--- src/core/ifab_defs.svh ---
`ifndef IFAB_DEFS_SVH
`define IFAB_DEFS_SVH

// register indices, byte address is four times the index
`define IFAB_IDX_CFG_A 6'h01
`define IFAB_IDX_CFG_B 6'h02
`define IFAB_IDX_STATUS 6'h04
`define IFAB_IDX_CLEAR 6'h05
`define IFAB_IDX_IRQ_EN 6'h06

// reset values
`define IFAB_RST_CFG_A 16'h000E
`define IFAB_RST_CFG_B 16'h7000
`define IFAB_RST_IRQ_EN 5'h00

// writable bits, everything else reads zero
`define IFAB_WMASK_CFG_A 16'h007E
`define IFAB_WMASK_CFG_B 16'hF000

// field positions in input_path_config_a
`define IFAB_A_CHAN_B_INVERT 6
`define IFAB_A_CHAN_C_INVERT 5
`define IFAB_A_CHAN_D_INVERT 4
`define IFAB_A_GAP_TWO_EN 3
`define IFAB_A_GAP_ONE_EN 2
`define IFAB_A_COLLISION_EN 1

// field positions in input_path_config_b
`define IFAB_B_WORD_WIDE 15
`define IFAB_B_CONV_CLK_OFF_EN 14
`define IFAB_B_DATA_CLK_OFF_EN 13
`define IFAB_B_COLLISION_OFF_EN 12

// field positions in the external alarm mask register
`define IFAB_M_COLLISION 13
`define IFAB_M_CONV_CLK 10
`define IFAB_M_DATA_CLK 9
`define IFAB_M_OUTPUT_GONE 8

// event status layout
`define IFAB_EVT_N 5
`define IFAB_EVT_GAP_TWO 0
`define IFAB_EVT_GAP_ONE 1
`define IFAB_EVT_COLLISION 2
`define IFAB_EVT_CONV_CLK 3
`define IFAB_EVT_DATA_CLK 4

`endif

--- src/core/ifab_pkg.sv ---
package ifab_pkg;
   // register-sized containers
   typedef logic [15:0] ifab_half_t;
   typedef logic [31:0] ifab_word_t;
   typedef logic [4:0] ifab_evt_t;
endpackage

--- src/core/ifab_invert.sv ---
`timescale 1ns/1ps
module ifab_invert #(
   parameter int DATA_W = 16
) (
   input wire logic ref_clk, // system clock
   input wire logic rstn, // synchronous reset, active low
   input wire logic invert, // complement the samples
   input wire logic [DATA_W-1:0] din, // incoming sample
   output logic [DATA_W-1:0] dout // registered sample
);
   logic [DATA_W-1:0] dout_ff;
   logic [DATA_W-1:0] nxt_dout;

   // complementing equals swapping the two senses of the pair
   always_comb begin
      nxt_dout = invert ? ~din : din;
   end

   // one stage so the output leaves a flip-flop
   always_ff @(posedge ref_clk) begin
      if (!rstn) begin
         dout_ff <= '0;
      end else begin
         dout_ff <= nxt_dout;
      end
   end

   assign dout = dout_ff;
endmodule

--- src/core/ifab_top.sv ---
`timescale 1ns/1ps
`include "ifab_defs.svh"

// Overview of operation
// RULE_01: set invert bit complements channel B, C or D samples; bits reset zero.
// RULE_02: pointers-two-apart alarm passes only while its enable is set; resets one.
// RULE_03: pointers-one-apart alarm passes only while bit 2 is set; resets one.
// RULE_04: pointer collision alarm passes only while bit 1 is set; resets one.
// RULE_05: second config bit 15 selects word-wide input when set, byte-wide clear.
// RULE_06: bit 14 lets conversion clock loss shut outputs; masks 10, 8 clear.
// RULE_07: bit 13 lets data clock loss shut outputs; masks 9, 8 clear.
// RULE_08: bit 12 lets FIFO collision shut outputs; masks 13, 8 clear. Code also requires first config bit 1 set.
// RULE_09: software writes zero to reserved bits and ignores their read value.
module ifab_top import ifab_pkg::*; #(
   parameter int DATA_W = 16
) (
   input wire logic ref_clk, // 40 MHz system clock
   input wire logic rstn, // synchronous reset, active low
   input wire logic psel, // apb select
   input wire logic penable, // apb access phase
   input wire logic pwrite, // apb direction, high is write
   input wire logic [7:0] paddr, // apb byte address
   input wire logic [31:0] pwdata, // apb write data
   output logic [31:0] prdata, // apb read data
   output logic pready, // apb ready
   output logic pslverr, // apb error, unmapped address
   input wire logic fifo_gap_two, // fifo pointers two apart
   input wire logic fifo_gap_one, // fifo pointers one apart
   input wire logic fifo_collision, // fifo pointers collided
   input wire logic conv_clk_lost, // monitor: conversion clock gone
   input wire logic data_clk_lost, // monitor: data clock gone
   input wire logic [15:0] alarm_mask_reg, // external alarm mask value
   input wire logic [DATA_W-1:0] chan_b_in, // channel b samples
   input wire logic [DATA_W-1:0] chan_c_in, // channel c samples
   input wire logic [DATA_W-1:0] chan_d_in, // channel d samples
   output logic [DATA_W-1:0] chan_b_out, // channel b, maybe inverted
   output logic [DATA_W-1:0] chan_c_out, // channel c, maybe inverted
   output logic [DATA_W-1:0] chan_d_out, // channel d, maybe inverted
   output logic alarm_gap_two, // enabled two-apart alarm
   output logic alarm_gap_one, // enabled one-apart alarm
   output logic alarm_collision, // enabled collision alarm
   output logic word_wide_input, // input bus width select
   output logic outputs_off, // shut the outputs off
   output logic irq // level interrupt
);

   ////////////////////////////////////////////////////////////////////////
   // address decode

   // index match on the word address, low two bits ignored
   function automatic logic ifab_hit(input logic [7:0] addr,
                                     input logic [5:0] idx);
      ifab_hit = (addr[7:2] == idx);
   endfunction

   logic apb_setup;
   logic apb_done;
   logic wr_done;
   logic hit_a;
   logic hit_b;
   logic hit_status;
   logic hit_clear;
   logic hit_en;
   logic mapped;

   // a write lands only on the edge where the access completes
   assign apb_setup = psel & ~penable;
   assign apb_done = psel & penable & pready;
   assign wr_done = apb_done & pwrite;
   assign hit_a = ifab_hit(paddr, `IFAB_IDX_CFG_A);
   assign hit_b = ifab_hit(paddr, `IFAB_IDX_CFG_B);
   assign hit_status = ifab_hit(paddr, `IFAB_IDX_STATUS);
   assign hit_clear = ifab_hit(paddr, `IFAB_IDX_CLEAR);
   assign hit_en = ifab_hit(paddr, `IFAB_IDX_IRQ_EN);
   assign mapped = hit_a | hit_b | hit_status | hit_clear | hit_en;

   ////////////////////////////////////////////////////////////////////////
   // configuration registers

   ifab_half_t cfg_a_ff;
   ifab_half_t nxt_cfg_a;
   ifab_half_t cfg_b_ff;
   ifab_half_t nxt_cfg_b;
   ifab_evt_t irq_en_ff;
   ifab_evt_t nxt_irq_en;

   // reserved bits are never stored, so they always read zero
   always_comb begin
      nxt_cfg_a = cfg_a_ff;
      nxt_cfg_b = cfg_b_ff;
      nxt_irq_en = irq_en_ff;
      if (wr_done && hit_a) begin
         nxt_cfg_a = pwdata[15:0] & `IFAB_WMASK_CFG_A; // RULE_09
      end
      if (wr_done && hit_b) begin
         nxt_cfg_b = pwdata[15:0] & `IFAB_WMASK_CFG_B; // RULE_09
      end
      if (wr_done && hit_en) begin
         nxt_irq_en = pwdata[`IFAB_EVT_N-1:0];
      end
   end

   // defaults: alarms and shutdown paths enabled, byte-wide bus
   always_ff @(posedge ref_clk) begin
      if (!rstn) begin
         cfg_a_ff <= `IFAB_RST_CFG_A; // RULE_01
         cfg_b_ff <= `IFAB_RST_CFG_B; // RULE_05
         irq_en_ff <= `IFAB_RST_IRQ_EN;
      end else begin
         cfg_a_ff <= nxt_cfg_a;
         cfg_b_ff <= nxt_cfg_b;
         irq_en_ff <= nxt_irq_en;
      end
   end

   ////////////////////////////////////////////////////////////////////////
   // alarm gating and output shutdown

   logic gap_two_g;
   logic gap_one_g;
   logic collision_g;
   logic nxt_off;
   logic alarm_gap_two_ff;
   logic alarm_gap_one_ff;
   logic alarm_collision_ff;
   logic outputs_off_ff;
   logic out_gone_open;

   assign gap_two_g = fifo_gap_two & cfg_a_ff[`IFAB_A_GAP_TWO_EN]; // RULE_02
   assign gap_one_g = fifo_gap_one & cfg_a_ff[`IFAB_A_GAP_ONE_EN]; // RULE_03
   assign collision_g = fifo_collision
                      & cfg_a_ff[`IFAB_A_COLLISION_EN]; // RULE_04
   assign out_gone_open = ~alarm_mask_reg[`IFAB_M_OUTPUT_GONE];

   // a masked alarm never reaches the shutdown, as software was warned
   always_comb begin
      nxt_off = 1'b0;
      if (cfg_b_ff[`IFAB_B_CONV_CLK_OFF_EN] && conv_clk_lost &&
          !alarm_mask_reg[`IFAB_M_CONV_CLK] && out_gone_open) begin
         nxt_off = 1'b1; // RULE_06
      end
      if (cfg_b_ff[`IFAB_B_DATA_CLK_OFF_EN] && data_clk_lost &&
          !alarm_mask_reg[`IFAB_M_DATA_CLK] && out_gone_open) begin
         nxt_off = 1'b1; // RULE_07
      end
      if (cfg_b_ff[`IFAB_B_COLLISION_OFF_EN] && collision_g &&
          !alarm_mask_reg[`IFAB_M_COLLISION] && out_gone_open) begin
         nxt_off = 1'b1; // RULE_08
      end
   end

   // shutdown follows the level, the outputs return once it clears
   always_ff @(posedge ref_clk) begin
      if (!rstn) begin
         alarm_gap_two_ff <= 1'b0;
         alarm_gap_one_ff <= 1'b0;
         alarm_collision_ff <= 1'b0;
         outputs_off_ff <= 1'b0;
      end else begin
         alarm_gap_two_ff <= gap_two_g;
         alarm_gap_one_ff <= gap_one_g;
         alarm_collision_ff <= collision_g;
         outputs_off_ff <= nxt_off;
      end
   end

   ////////////////////////////////////////////////////////////////////////
   // event status and interrupt

   ifab_evt_t evt;
   ifab_evt_t clr;
   ifab_evt_t status_ff;
   ifab_evt_t nxt_status;
   logic irq_ff;
   logic nxt_irq;

   assign evt = {data_clk_lost, conv_clk_lost, collision_g,
                 gap_one_g, gap_two_g};
   assign clr = (wr_done && hit_clear) ? pwdata[`IFAB_EVT_N-1:0] : '0;

   // set beats clear, so an event in the clearing cycle is kept
   always_comb begin
      nxt_status = (status_ff & ~clr) | evt;
      nxt_irq = |(nxt_status & nxt_irq_en);
   end

   always_ff @(posedge ref_clk) begin
      if (!rstn) begin
         status_ff <= '0;
         irq_ff <= 1'b0;
      end else begin
         status_ff <= nxt_status;
         irq_ff <= nxt_irq;
      end
   end

   ////////////////////////////////////////////////////////////////////////
   // apb answer

   logic [31:0] prdata_ff;
   logic [31:0] nxt_prdata;
   logic pready_ff;
   logic nxt_pready;
   logic pslverr_ff;
   logic nxt_pslverr;
   ifab_word_t rd_mux;

   // clear register is write-only and reads zero
   always_comb begin
      rd_mux = '0;
      if (hit_a) begin
         rd_mux = {16'h0000, cfg_a_ff};
      end else if (hit_b) begin
         rd_mux = {16'h0000, cfg_b_ff};
      end else if (hit_status) begin
         rd_mux = {27'h0, status_ff};
      end else if (hit_en) begin
         rd_mux = {27'h0, irq_en_ff};
      end
   end

   // data is caught in setup so ready can leave a flip-flop;
   // the access phase still completes in its first cycle, with no wait state
   always_comb begin
      nxt_pready = apb_setup;
      nxt_prdata = prdata_ff;
      nxt_pslverr = pslverr_ff;
      if (apb_setup) begin
         nxt_prdata = pwrite ? 32'h00000000 : rd_mux;
         nxt_pslverr = ~mapped;
      end else if (apb_done) begin
         nxt_prdata = 32'h00000000;
         nxt_pslverr = 1'b0;
      end
   end

   always_ff @(posedge ref_clk) begin
      if (!rstn) begin
         prdata_ff <= 32'h00000000;
         pready_ff <= 1'b0;
         pslverr_ff <= 1'b0;
      end else begin
         prdata_ff <= nxt_prdata;
         pready_ff <= nxt_pready;
         pslverr_ff <= nxt_pslverr;
      end
   end

   ////////////////////////////////////////////////////////////////////////
   // per-channel sample complement

   ifab_invert #(.DATA_W(DATA_W)) u_inv_b (
      .ref_clk(ref_clk),
      .rstn(rstn),
      .invert(cfg_a_ff[`IFAB_A_CHAN_B_INVERT]), // RULE_01
      .din(chan_b_in),
      .dout(chan_b_out)
   );

   ifab_invert #(.DATA_W(DATA_W)) u_inv_c (
      .ref_clk(ref_clk),
      .rstn(rstn),
      .invert(cfg_a_ff[`IFAB_A_CHAN_C_INVERT]), // RULE_01
      .din(chan_c_in),
      .dout(chan_c_out)
   );

   ifab_invert #(.DATA_W(DATA_W)) u_inv_d (
      .ref_clk(ref_clk),
      .rstn(rstn),
      .invert(cfg_a_ff[`IFAB_A_CHAN_D_INVERT]), // RULE_01
      .din(chan_d_in),
      .dout(chan_d_out)
   );

   // output drive, all straight from flip-flops
   assign prdata = prdata_ff;
   assign pready = pready_ff;
   assign pslverr = pslverr_ff;
   assign alarm_gap_two = alarm_gap_two_ff;
   assign alarm_gap_one = alarm_gap_one_ff;
   assign alarm_collision = alarm_collision_ff;
   assign word_wide_input = cfg_b_ff[`IFAB_B_WORD_WIDE];
   assign outputs_off = outputs_off_ff;
   assign irq = irq_ff;
endmodule

--- config.mk ---
export PLATFORM = sky130hd
export DESIGN_NAME = ifab_top
export DESIGN_NICKNAME = d
export VERILOG_FILES = /design/src/core/ifab_pkg.sv /design/src/core/ifab_invert.sv /design/src/core/ifab_top.sv
export VERILOG_INCLUDE_DIRS = /design/src /design/src/core
export SDC_FILE = /design/constraint.sdc
export NUM_CORES = 1
export LEC_CHECK = 0
export BUFFER_PORTS_ARGS = -buffer_cell sky130_fd_sc_hd__buf_4
export CORE_MARGIN = 1.5
export CORE_UTILIZATION = 45
export CTS_BUF_LIST = sky130_fd_sc_hd__clkbuf_8 sky130_fd_sc_hd__clkbuf_16
export DETAILED_ROUTE_END_ITERATION = 8
export HOLD_SLACK_MARGIN = 0.12
export PLACE_DENSITY = 0.82
export SETUP_SLACK_MARGIN = 0.05
export SLEW_MARGIN = 10
export SYNTH_ARGS = -nofsm -noshare
export SYNTH_HDL_FRONTEND = slang
export SYNTH_SLANG_ARGS = --single-unit
--- constraint.sdc ---
create_clock -name ref_clk -period 4.4 [get_ports ref_clk]
set_input_delay 0 -clock ref_clk [delete_from_list [all_inputs] [get_ports ref_clk]]
set_output_delay 0 -clock ref_clk [all_outputs]
set_load 0.02 [all_outputs]
==> impl_metrics.py, run 1 <==
metrics = {
    "run_status": {
        "run_status": "complete, no violations",
    },
    "place": {
        "pre_cts_slack_ps": 2520,
        "gp_congestion": 0.781,
        "port_buffers": 145,
        "dp_hpwl_um": 5680,
    },
    "timing": {
        "whs_ps": 126,
        "rsz0062_at_grt": "false",
        "clock.fmax_mhz": 441,
        "maxSlewViolCount": 0,
        "skew_ps": 11.6,
        "final.setup.worst_slack_ps": 2130,
        "finalSetupViolCount": 0,
        "setup_tns_ps": 0,
        "finalHoldViolations": 0,
        "tightest_slew_ps": 926,
        "slew_headroom": 0.382,
        "period_needed_ps": 2270,
        "finalCritPeriodShare": 0.515,
    },
    "clock_tree": {
        "clk_latency_ps": 350,
        "cts_buffer_depth": 2,
        "cts_tree": "yes",
        "clockRootBuffer": "clkbuf_8",
        "ctsResizeCount": 0,
        "postCtsHoldBufs": 78,
        "cts_sinks": 86,
        "post_cts.repair.setup_buffers": 0,
        "cts_buffers": 9,
        "clk_pin_slew_worst_paths_ps": 80,
        "htree_levels": 3,
    },
    "worst_setup_path": {
        "timing.rr.end": "cfg_a_ff[3]",
        "crit_fanout": 6,
        "cp_common_cell": "dlygate4sd3_1",
        "end_kind": "flip-flop",
        "reg2reg_slack_ps": 2210,
        "worstReg2RegStart": "pready",
        "cp_slowest_cell": "dlygate4sd3_1",
        "start_kind": "primary input",
        "startpoint": "paddr[5]",
        "reg2reg_depth": 5,
        "cp_data_arrival_time_ps": 2510,
        "critical_path_class": "primary input to flip-flop",
        "cp_slowest_stage_delay_ps": 580,
        "cp_cell_sequence": "dlygate4sd3_1, buf_4, nor4_1, and3_1, mux2i_1, nand2_1, dlygate4sd3_1",
        "crit_required_ps": 4640,
    },
    "floorplan": {
        "placement_rows": 31,
        "start_util": 0.474,
        "die_h_um": 91.1,
        "io_pins": 202,
        "die_w_um": 91.1,
        "core_area_sq_mm": 0.00737,
        "fp.dieArea_sq_mm": 0.00830,
    },
    "drt": {
        "drt-total-wl_um": 9660,
        "vias": 3016,
        "viasPerCell": 4.63,
        "wl_per_cell_um": 14.8,
        "drt_iter0_drc": 119,
        "drtAntennaViolNets": 0,
        "firstDrtPassIters": 4,
        "drc": 0,
    },
    "worst_hold_path": {
        "hp-class": "primary input to flip-flop",
        "whs_endpoint": "status_ff[0]",
        "hold_depth": 5,
        "hold_path.startpoint": "paddr[6]",
    },
    "synthesis": {
        "yosys_warnings": 0,
        "async_reset_ff_frac": 0,
        "syn_area_sq_mm": 0.00349,
        "avgSynthCellArea_sq_um": 10.4,
        "ys_types": 33,
        "synth_flop_cell": "dfxtp_1",
        "synth-seq-area-share": 0.493,
        "ys_ff_latch": 86,
        "syn-instance-count": 336,
        "synth-edff-count": 0,
    },
    "layout": {
        "final_util": 0.753,
        "num_antenna_cells": 0,
        "final_cell_mix": "146 x buf_4, 86 x dfxtp_1, 78 x dlygate4sd3_1",
        "nets": 662,
        "fillers": 496,
        "multi_input_area_sq_mm": 0.00157,
        "mostFrequentLayoutCell": "buf_4",
        "syn_to_final_growth_pct": 58.8,
        "drive_gt1_frac": 0.295,
        "ff_latch_area_sq_mm": 0.00172,
    },
    "grt": {
        "grt_pass1_vias": 3033,
        "grt_overflow": 0,
        "grt_pass1_wl_um": 15300,
        "antenna_found_initial": 0,
        "grt_max_degree": 87,
        "grt.total_usage": 0.235,
    },
    "run": {
        "cap_viol_max_count": 0,
    },
    "power_and_ir_drop": {
        "ir_worst_vdd_mv": 0.198,
        "leakage_uw": 0.00262,
        "power_density_mw_per_mm2": 319,
    },
}
## state kept, by name, indices dropped and copies added (netlist names)
signal,cells
alarm_collision,1
alarm_gap_one,1
alarm_gap_two,1
cfg_a_ff,6
cfg_b_ff,4
irq,1
irq_en_ff,5
outputs_off,1
prdata,11
pready,1
pslverr,1
status_ff,5
u_inv_b.dout,16
u_inv_c.dout,16
u_inv_d.dout,16
## power breakdown
part	leakage [uW]	internal [uW]	total [uW]	switching [uW]
clock network	0.000123	392	674	282
logic	0.00179	151	276	126
registers	0.000709	808	818	10.6
## through the flow
stage                     instance area, sq um  total power, uW  instances
final                                     5550             1770        651
after global routing                      5550             1830        651
after CTS                                 5550             1770        651
after detailed placement                  4520             1050        558
after global placement                    4520             1050        558
after floorplan                           3570              952        356
## how the worst max path moves through the flow
stage / endpoint / slack (ps) / cells after the start
after floorplan: irq / 2600 / 7
after global placement: irq / 2500 / 5
after detailed placement: irq / 2520 / 5
after CTS: cfg_a_ff[3] / 2130 / 7
after global routing: cfg_a_ff[3] / 2020 / 7
final: cfg_a_ff[3] / 2130 / 7
## metal layers
metal  vias to the layer above  wire [um]  track usage
met5                         -          0            0
met4                         0         79       0.0625
met3                         8        582       0.0578
met2                       107       5140        0.435
met1                      1424       3860        0.266
li1                       1477          -            -
## worst max-delay path, delay by kind of cell
kind                   cells  cell delay, ps
muxes                      1             230
buffers and inverters      3            1270
and+or+nand+nor            3             990
## kinds of logic (layout without fill, tap and decap cells)
| family | after synthesis | count (layout) | synth area share |
|---|---|---|---|
| other cells | 1 | 21 | 0.00107 |
| simple gates | 112 | 112 | 0.200 |
| compound gates | 24 | 24 | 0.0494 |
| mux | 20 | 20 | 0.0573 |
| buf+inv | 45 | 241 | 0.0788 |
| xor+xnor | 48 | 48 | 0.120 |
| flops | 86 | 86 | 0.493 |
## cells in the mapped netlist, types with 5 or more instances
library cell,instances,area (sq um)
nand4_1,5,31.3
a22oi_1,9,67.6
and3_1,6,37.5
nor2b_1,24,150
dfxtp_1,86,1720
mux2i_1,20,200
and2_1,49,307
xor2_1,48,420
nor2_1,5,18.8
nand2_1,10,37.5
clkbuf_1,12,45.0
buf_4,22,165
buf_2,5,25.0
## area by class of cell
type / instances / area share
multi-input combinational: 225 / 0.283
sequential: 86 / 0.310
tap: 99 / 0.0223
clock inverter: 5 / 0.0194
clock buffer: 10 / 0.0248
inverter: 2 / 0.00135
timing repair buffer: 224 / 0.338
(Power assumes the default switching activity.)
==> run 2: changes to the inputs <==
--- a/config.mk
+++ b/config.mk
@@ -8,11 +8,11 @@
 export LEC_CHECK = 0
 export BUFFER_PORTS_ARGS = -buffer_cell sky130_fd_sc_hd__buf_4
 export CORE_MARGIN = 1.5
-export CORE_UTILIZATION = 45
+export CORE_UTILIZATION = 39
 export CTS_BUF_LIST = sky130_fd_sc_hd__clkbuf_8 sky130_fd_sc_hd__clkbuf_16
 export DETAILED_ROUTE_END_ITERATION = 8
 export HOLD_SLACK_MARGIN = 0.12
-export PLACE_DENSITY = 0.82
+export PLACE_DENSITY = 0.75
 export SETUP_SLACK_MARGIN = 0.05
 export SLEW_MARGIN = 10
 export SYNTH_ARGS = -nofsm -noshare
==> constraint.sdc (replaced) <==
create_clock -name ref_clk -period 1.9 [get_ports ref_clk]
set_input_delay 0 -clock ref_clk [delete_from_list [all_inputs] [get_ports ref_clk]]
set_output_delay 0 -clock ref_clk [all_outputs]
set_load 0.02 [all_outputs]
==> impl_metrics.py, run 2 (synthesis gave the netlist of run 1 again) <==
metrics = {
    "run_status": {
        "run_status": "complete, no violations",
    },
    "drt": {
        "drtAntennaViolNets": 0,
        "wl_per_cell_um": 14.0,
        "drt_iter0_drc": 100,
        "vias": 2994,
        "drc": 0,
        "viasPerCell": 4.53,
        "firstDrtPassIters": 4,
        "drt-total-wl_um": 9230,
    },
    "worst_hold_path": {
        "hold_depth": 4,
        "hp-class": "primary input to flip-flop",
    },
    "timing": {
        "finalCritPeriodShare": 0.951,
        "finalHoldViolations": 0,
        "maxSlewViolCount": 0,
        "setup_tns_ps": 0,
        "tightest_slew_ps": 647,
        "rsz0062_at_grt": "false",
        "finalSetupViolCount": 0,
        "skew_ps": 11.9,
        "clock.fmax_mhz": 553,
        "period_needed_ps": 1810,
        "whs_ps": 171,
        "slew_headroom": 0.569,
    },
    "worst_setup_path": {
        "start_kind": "flip-flop",
        "reg2reg_depth": 5,
        "cp_data_arrival_time_ps": 2040,
        "crit_required_ps": 2130,
        "crit_fanout": 5,
        "end_kind": "flip-flop",
        "critical_path_class": "flip-flop to flip-flop",
    },
    "floorplan": {
        "die_w_um": 97.6,
        "placement_rows": 34,
        "die_h_um": 97.6,
        "fp.dieArea_sq_mm": 0.00953,
        "core_area_sq_mm": 0.00872,
        "io_pins": 202,
        "start_util": 0.401,
    },
    "clock_tree": {
        "post_cts.repair.setup_buffers": 0,
        "clk_pin_slew_worst_paths_ps": 90,
        "clk_latency_ps": 350,
        "clockRootBuffer": "clkbuf_8",
        "cts_tree": "yes",
        "cts_buffers": 9,
        "cts_buffer_depth": 2,
        "htree_levels": 3,
        "cts_sinks": 86,
    },
    "layout": {
        "final_cells": 661,
        "final_cell_mix": "152 x buf_4, 86 x dfxtp_1, 72 x dlygate4sd3_1",
        "fillers": 687,
        "syn_to_final_growth_pct": 58.6,
        "nets": 662,
        "num_antenna_cells": 0,
        "drive_gt1_frac": 0.306,
        "mostFrequentLayoutCell": "buf_4",
        "ff_latch_area_sq_mm": 0.00172,
        "multi_input_area_sq_mm": 0.00158,
    },
    "power_and_ir_drop": {
        "ir_worst_vdd_mv": 0.442,
        "p_sw_uw": 954,
        "power_density_mw_per_mm2": 730,
        "p_int_uw": 3090,
        "leakage_uw": 0.00263,
        "p_sw_frac": 0.236,
        "seq_power_share": 0.468,
        "p_clk_frac": 0.375,
        "p_total_uw": 4040,
        "comb_power_share": 0.156,
    },
    "grt": {
        "grt_overflow": 0,
        "grt_pass1_vias": 2940,
        "grt.total_usage": 0.187,
        "grt_max_degree": 87,
        "antenna_found_initial": 0,
        "grt_pass1_wl_um": 14300,
    },
    "place": {
        "gp_congestion": 0.758,
        "dp_hpwl_um": 5880,
        "place_inst": 573,
        "port_buffers": 145,
    },
    "run": {
        "cap_viol_max_count": 0,
    },
}
-- run 2: changes by cell type in the layout (fill, tap and decap cells not counted), moves of 2 or more --
cell	delta
inv_1	+2
dlygate4sd3_1	-6
buf_4	+6
clkinv_4	-2
-- run 2: per-layer routing --
metal  wire length (um)  vias up  global-route usage
li1                   -     1478                   -
met1               3790     1386               0.212
met2               4780      110               0.340
met3                412       20              0.0331
met4                255        0              0.0846
met5                  0        -                   0
-- run 2: final timing paths --
path / slack (ps) / from / to
worst max register to register: 90 / pready / irq
worst max-delay path: 90 / pready / irq
worst min register to register: 510 / cfg_b_ff[13] / cfg_b_ff[13]
worst min-delay path: 170 / paddr[3] / prdata[0]
-- run 2: metrics by stage --
| step | util | setup WS [ps] | cell area, sq um |
|---|---|---|---|
| 2_1_floorplan | - | 97.0 | 3570 |
| 3_3_place_gp | 0.525 | 193 | 4580 |
| 3_5_place_dp | 0.525 | 153 | 4580 |
| 4_1_cts | 0.635 | 119 | 5540 |
| 5_1_grt | 0.635 | 33.5 | 5540 |
| 6_report | 0.635 | 93.3 | 5540 |
-- run 2: power by group through the flow --
stage	sequential, uW	combinational (uW)	clock [uW]
floorplan	2010	194	0
global placement	1930	497	0
detailed placement	1930	504	0
CTS	1890	627	1560
global route	1900	672	1630
finish	1890	632	1520
-- run 2: cell type report --
class,instances,area share
repair buffers,224,0.336
inverters,2,0.00136
well taps,108,0.0244
clock buffers,9,0.0224
flip-flops and latches,86,0.311
clock inverters,7,0.0206
multi-input cells,225,0.284
-- run 2: what timing repair did --
item / in CTS / in global routing
hold buffers: 72 / 0
resized for setup: 0 / 1
endpoints found under the setup margin: 0 / 1
hold endpoints to repair: 75 / 0
-- run 2: critical path, stage by stage (launching register included) --
cell,delay (ps)
dfxtp_1,360
and4_1,230
and4b_1,410
mux2i_1,280
o22ai_1,120
o31a_1,300
==> run 3: changes to the inputs <==
--- a/config.mk
+++ b/config.mk
@@ -7,13 +7,16 @@
 export NUM_CORES = 1
 export LEC_CHECK = 0
 export BUFFER_PORTS_ARGS = -buffer_cell sky130_fd_sc_hd__buf_4
+export CELL_PAD_IN_SITES_DETAIL_PLACEMENT = 1
+export CELL_PAD_IN_SITES_GLOBAL_PLACEMENT = 1
 export CORE_MARGIN = 1.5
-export CORE_UTILIZATION = 39
+export CORE_UTILIZATION = 28
 export CTS_BUF_LIST = sky130_fd_sc_hd__clkbuf_8 sky130_fd_sc_hd__clkbuf_16
 export DETAILED_ROUTE_END_ITERATION = 8
 export HOLD_SLACK_MARGIN = 0.12
-export PLACE_DENSITY = 0.75
+export PLACE_DENSITY_LB_ADDON = 0.1
 export SETUP_SLACK_MARGIN = 0.05
+export SKIP_CTS_REPAIR_TIMING = 1
 export SLEW_MARGIN = 10
 export SYNTH_ARGS = -nofsm -noshare
 export SYNTH_HDL_FRONTEND = slang
==> impl_metrics.py, run 3 (synthesis gave the netlist of run 1 again) <==
metrics = {
    "run_status": {
        "run_status": "complete, no violations",
    },
    "power_and_ir_drop": {
        "leakage_uw": 0.00268,
        "power_density_mw_per_mm2": 805,
        "ir_worst_vdd_mv": 0.351,
    },
    "place": {
        "pre_cts_slack_ps": 77.4,
        "gp_congestion": 0.733,
        "dp_hpwl_um": 6680,
        "port_buffers": 145,
    },
    "worst_hold_path": {
        "hold_depth": 4,
        "hp-class": "primary input to flip-flop",
        "whs_endpoint": "pslverr",
        "hold_path.startpoint": "penable",
    },
    "worst_setup_path": {
        "end_kind": "flip-flop",
        "reg2reg_depth": 5,
        "cp_slowest_stage_delay_ps": 360,
        "critical_path_class": "flip-flop to flip-flop",
        "cp_data_arrival_time_ps": 1980,
        "cp_cell_sequence": "and4_1, and4b_2, mux2i_2, o22ai_1, o31a_1",
        "timing.rr.end": "irq",
        "crit_required_ps": 2130,
        "start_kind": "flip-flop",
        "worstReg2RegStart": "pready",
        "reg2reg_slack_ps": 160,
        "crit_fanout": 5,
        "cp_slowest_cell": "and4b_2",
    },
    "floorplan": {
        "die_h_um": 115,
        "die_w_um": 115,
        "core_area_sq_mm": 0.0121,
        "fp.dieArea_sq_mm": 0.0132,
        "io_pins": 202,
        "start_util": 0.288,
        "placement_rows": 40,
    },
    "timing": {
        "clock.fmax_mhz": 574,
        "final.setup.worst_slack_ps": 159,
        "period_needed_ps": 1740,
        "setup_tns_ps": 0,
        "finalCritPeriodShare": 0.916,
        "maxSlewViolCount": 0,
        "tightest_slew_ps": 707,
        "rsz0062_at_grt": "false",
        "slew_headroom": 0.528,
        "finalHoldViolations": 0,
        "skew_ps": 2.75,
        "finalSetupViolCount": 0,
    },
    "drt": {
        "drc": 0,
        "vias": 2963,
        "viasPerCell": 4.12,
        "drt-total-wl_um": 10100,
        "drtAntennaViolNets": 0,
        "drt_iter0_drc": 95,
        "firstDrtPassIters": 4,
        "wl_per_cell_um": 14.1,
    },
    "clock_tree": {
        "htree_levels": 3,
        "cts_buffer_depth": 2,
        "clockRootBuffer": "clkbuf_16",
        "cts_buffers": 9,
        "cts_sinks": 86,
        "clk_latency_ps": 340,
        "cts_tree": "yes",
        "clk_pin_slew_worst_paths_ps": 60,
    },
    "layout": {
        "nets": 660,
        "num_antenna_cells": 0,
        "fillers": 1388,
        "final_cell_mix": "154 x buf_4, 86 x dfxtp_1, 68 x dlygate4sd3_1",
        "drive_gt1_frac": 0.316,
        "syn_to_final_growth_pct": 63.2,
        "mostFrequentLayoutCell": "buf_4",
    },
    "run": {
        "cap_viol_max_count": 0,
    },
    "grt": {
        "grt_pass1_vias": 2750,
        "antenna_found_initial": 0,
        "grt_max_degree": 87,
        "grt.total_usage": 0.138,
        "grt_overflow": 0,
        "grt_pass1_wl_um": 13900,
    },
}
[run 3: cell count changes in the layout (fill, tap and decap cells not counted), sizes merged]
cell,before,now
dlygate4sd3,72,68
inv,5,2
clkbuf,9,10
clkinv,0,3
buf,152,154
clkinvlp,1,0
[run 3: power breakdown]
group / switching, uW / leakage, uW / internal [uW]
combinational: 284 / 0.00180 / 343
clock: 747 / 0.000172 / 1320
sequential: 21.4 / 0.000709 / 1870
[run 3: cell type report]
type	count	area (sq um)	area share
Clock buffer	10	239	0.0419
Clock inverter	6	109	0.0191
Inverter	2	7.51	0.00132
Multi-Input combinational cell	225	1580	0.277
Timing Repair Buffer	222	1840	0.322
Tap cell	168	210	0.0369
Sequential cell	86	1720	0.302
[run 3: how the worst max path moves through the flow]
stage / from / end / slack, ps
3_3_place_gp: pready / irq / 170
6_report: pready / irq / 160
3_5_place_dp: pready / irq / 80
4_1_cts: pready / irq / 60
2_1_floorplan: pready / irq / 100
5_1_grt: pready / irq / 60
[run 3: stage by stage]
stage	hold WS [ps]	total power, uW	util	cells	area (sq um)
final	87.2	4590	0.471	719	5700
after global routing	123	4760	0.471	719	5700
after CTS	-202	4540	0.414	651	5010
after detailed placement	173	2450	0.385	635	4670
after global placement	166	2440	0.385	635	4670
after floorplan	76.1	2200	-	356	3570
[run 3: metal layers]
layer  vias to the layer above  GRT usage  routed length, um
met4                         0     0.0831                213
met3                        16     0.0217                463
met2                        93      0.222               5030
met5                         -          0                  0
met1                      1377      0.175               4400
li1                       1477          -                  -
[run 3: worst max-delay path, delay by kind of cell, from the launching register on]
family,cells,cell delay (ps)
simple gates,2,600
compound gates,2,420
mux,1,260
flops,1,350
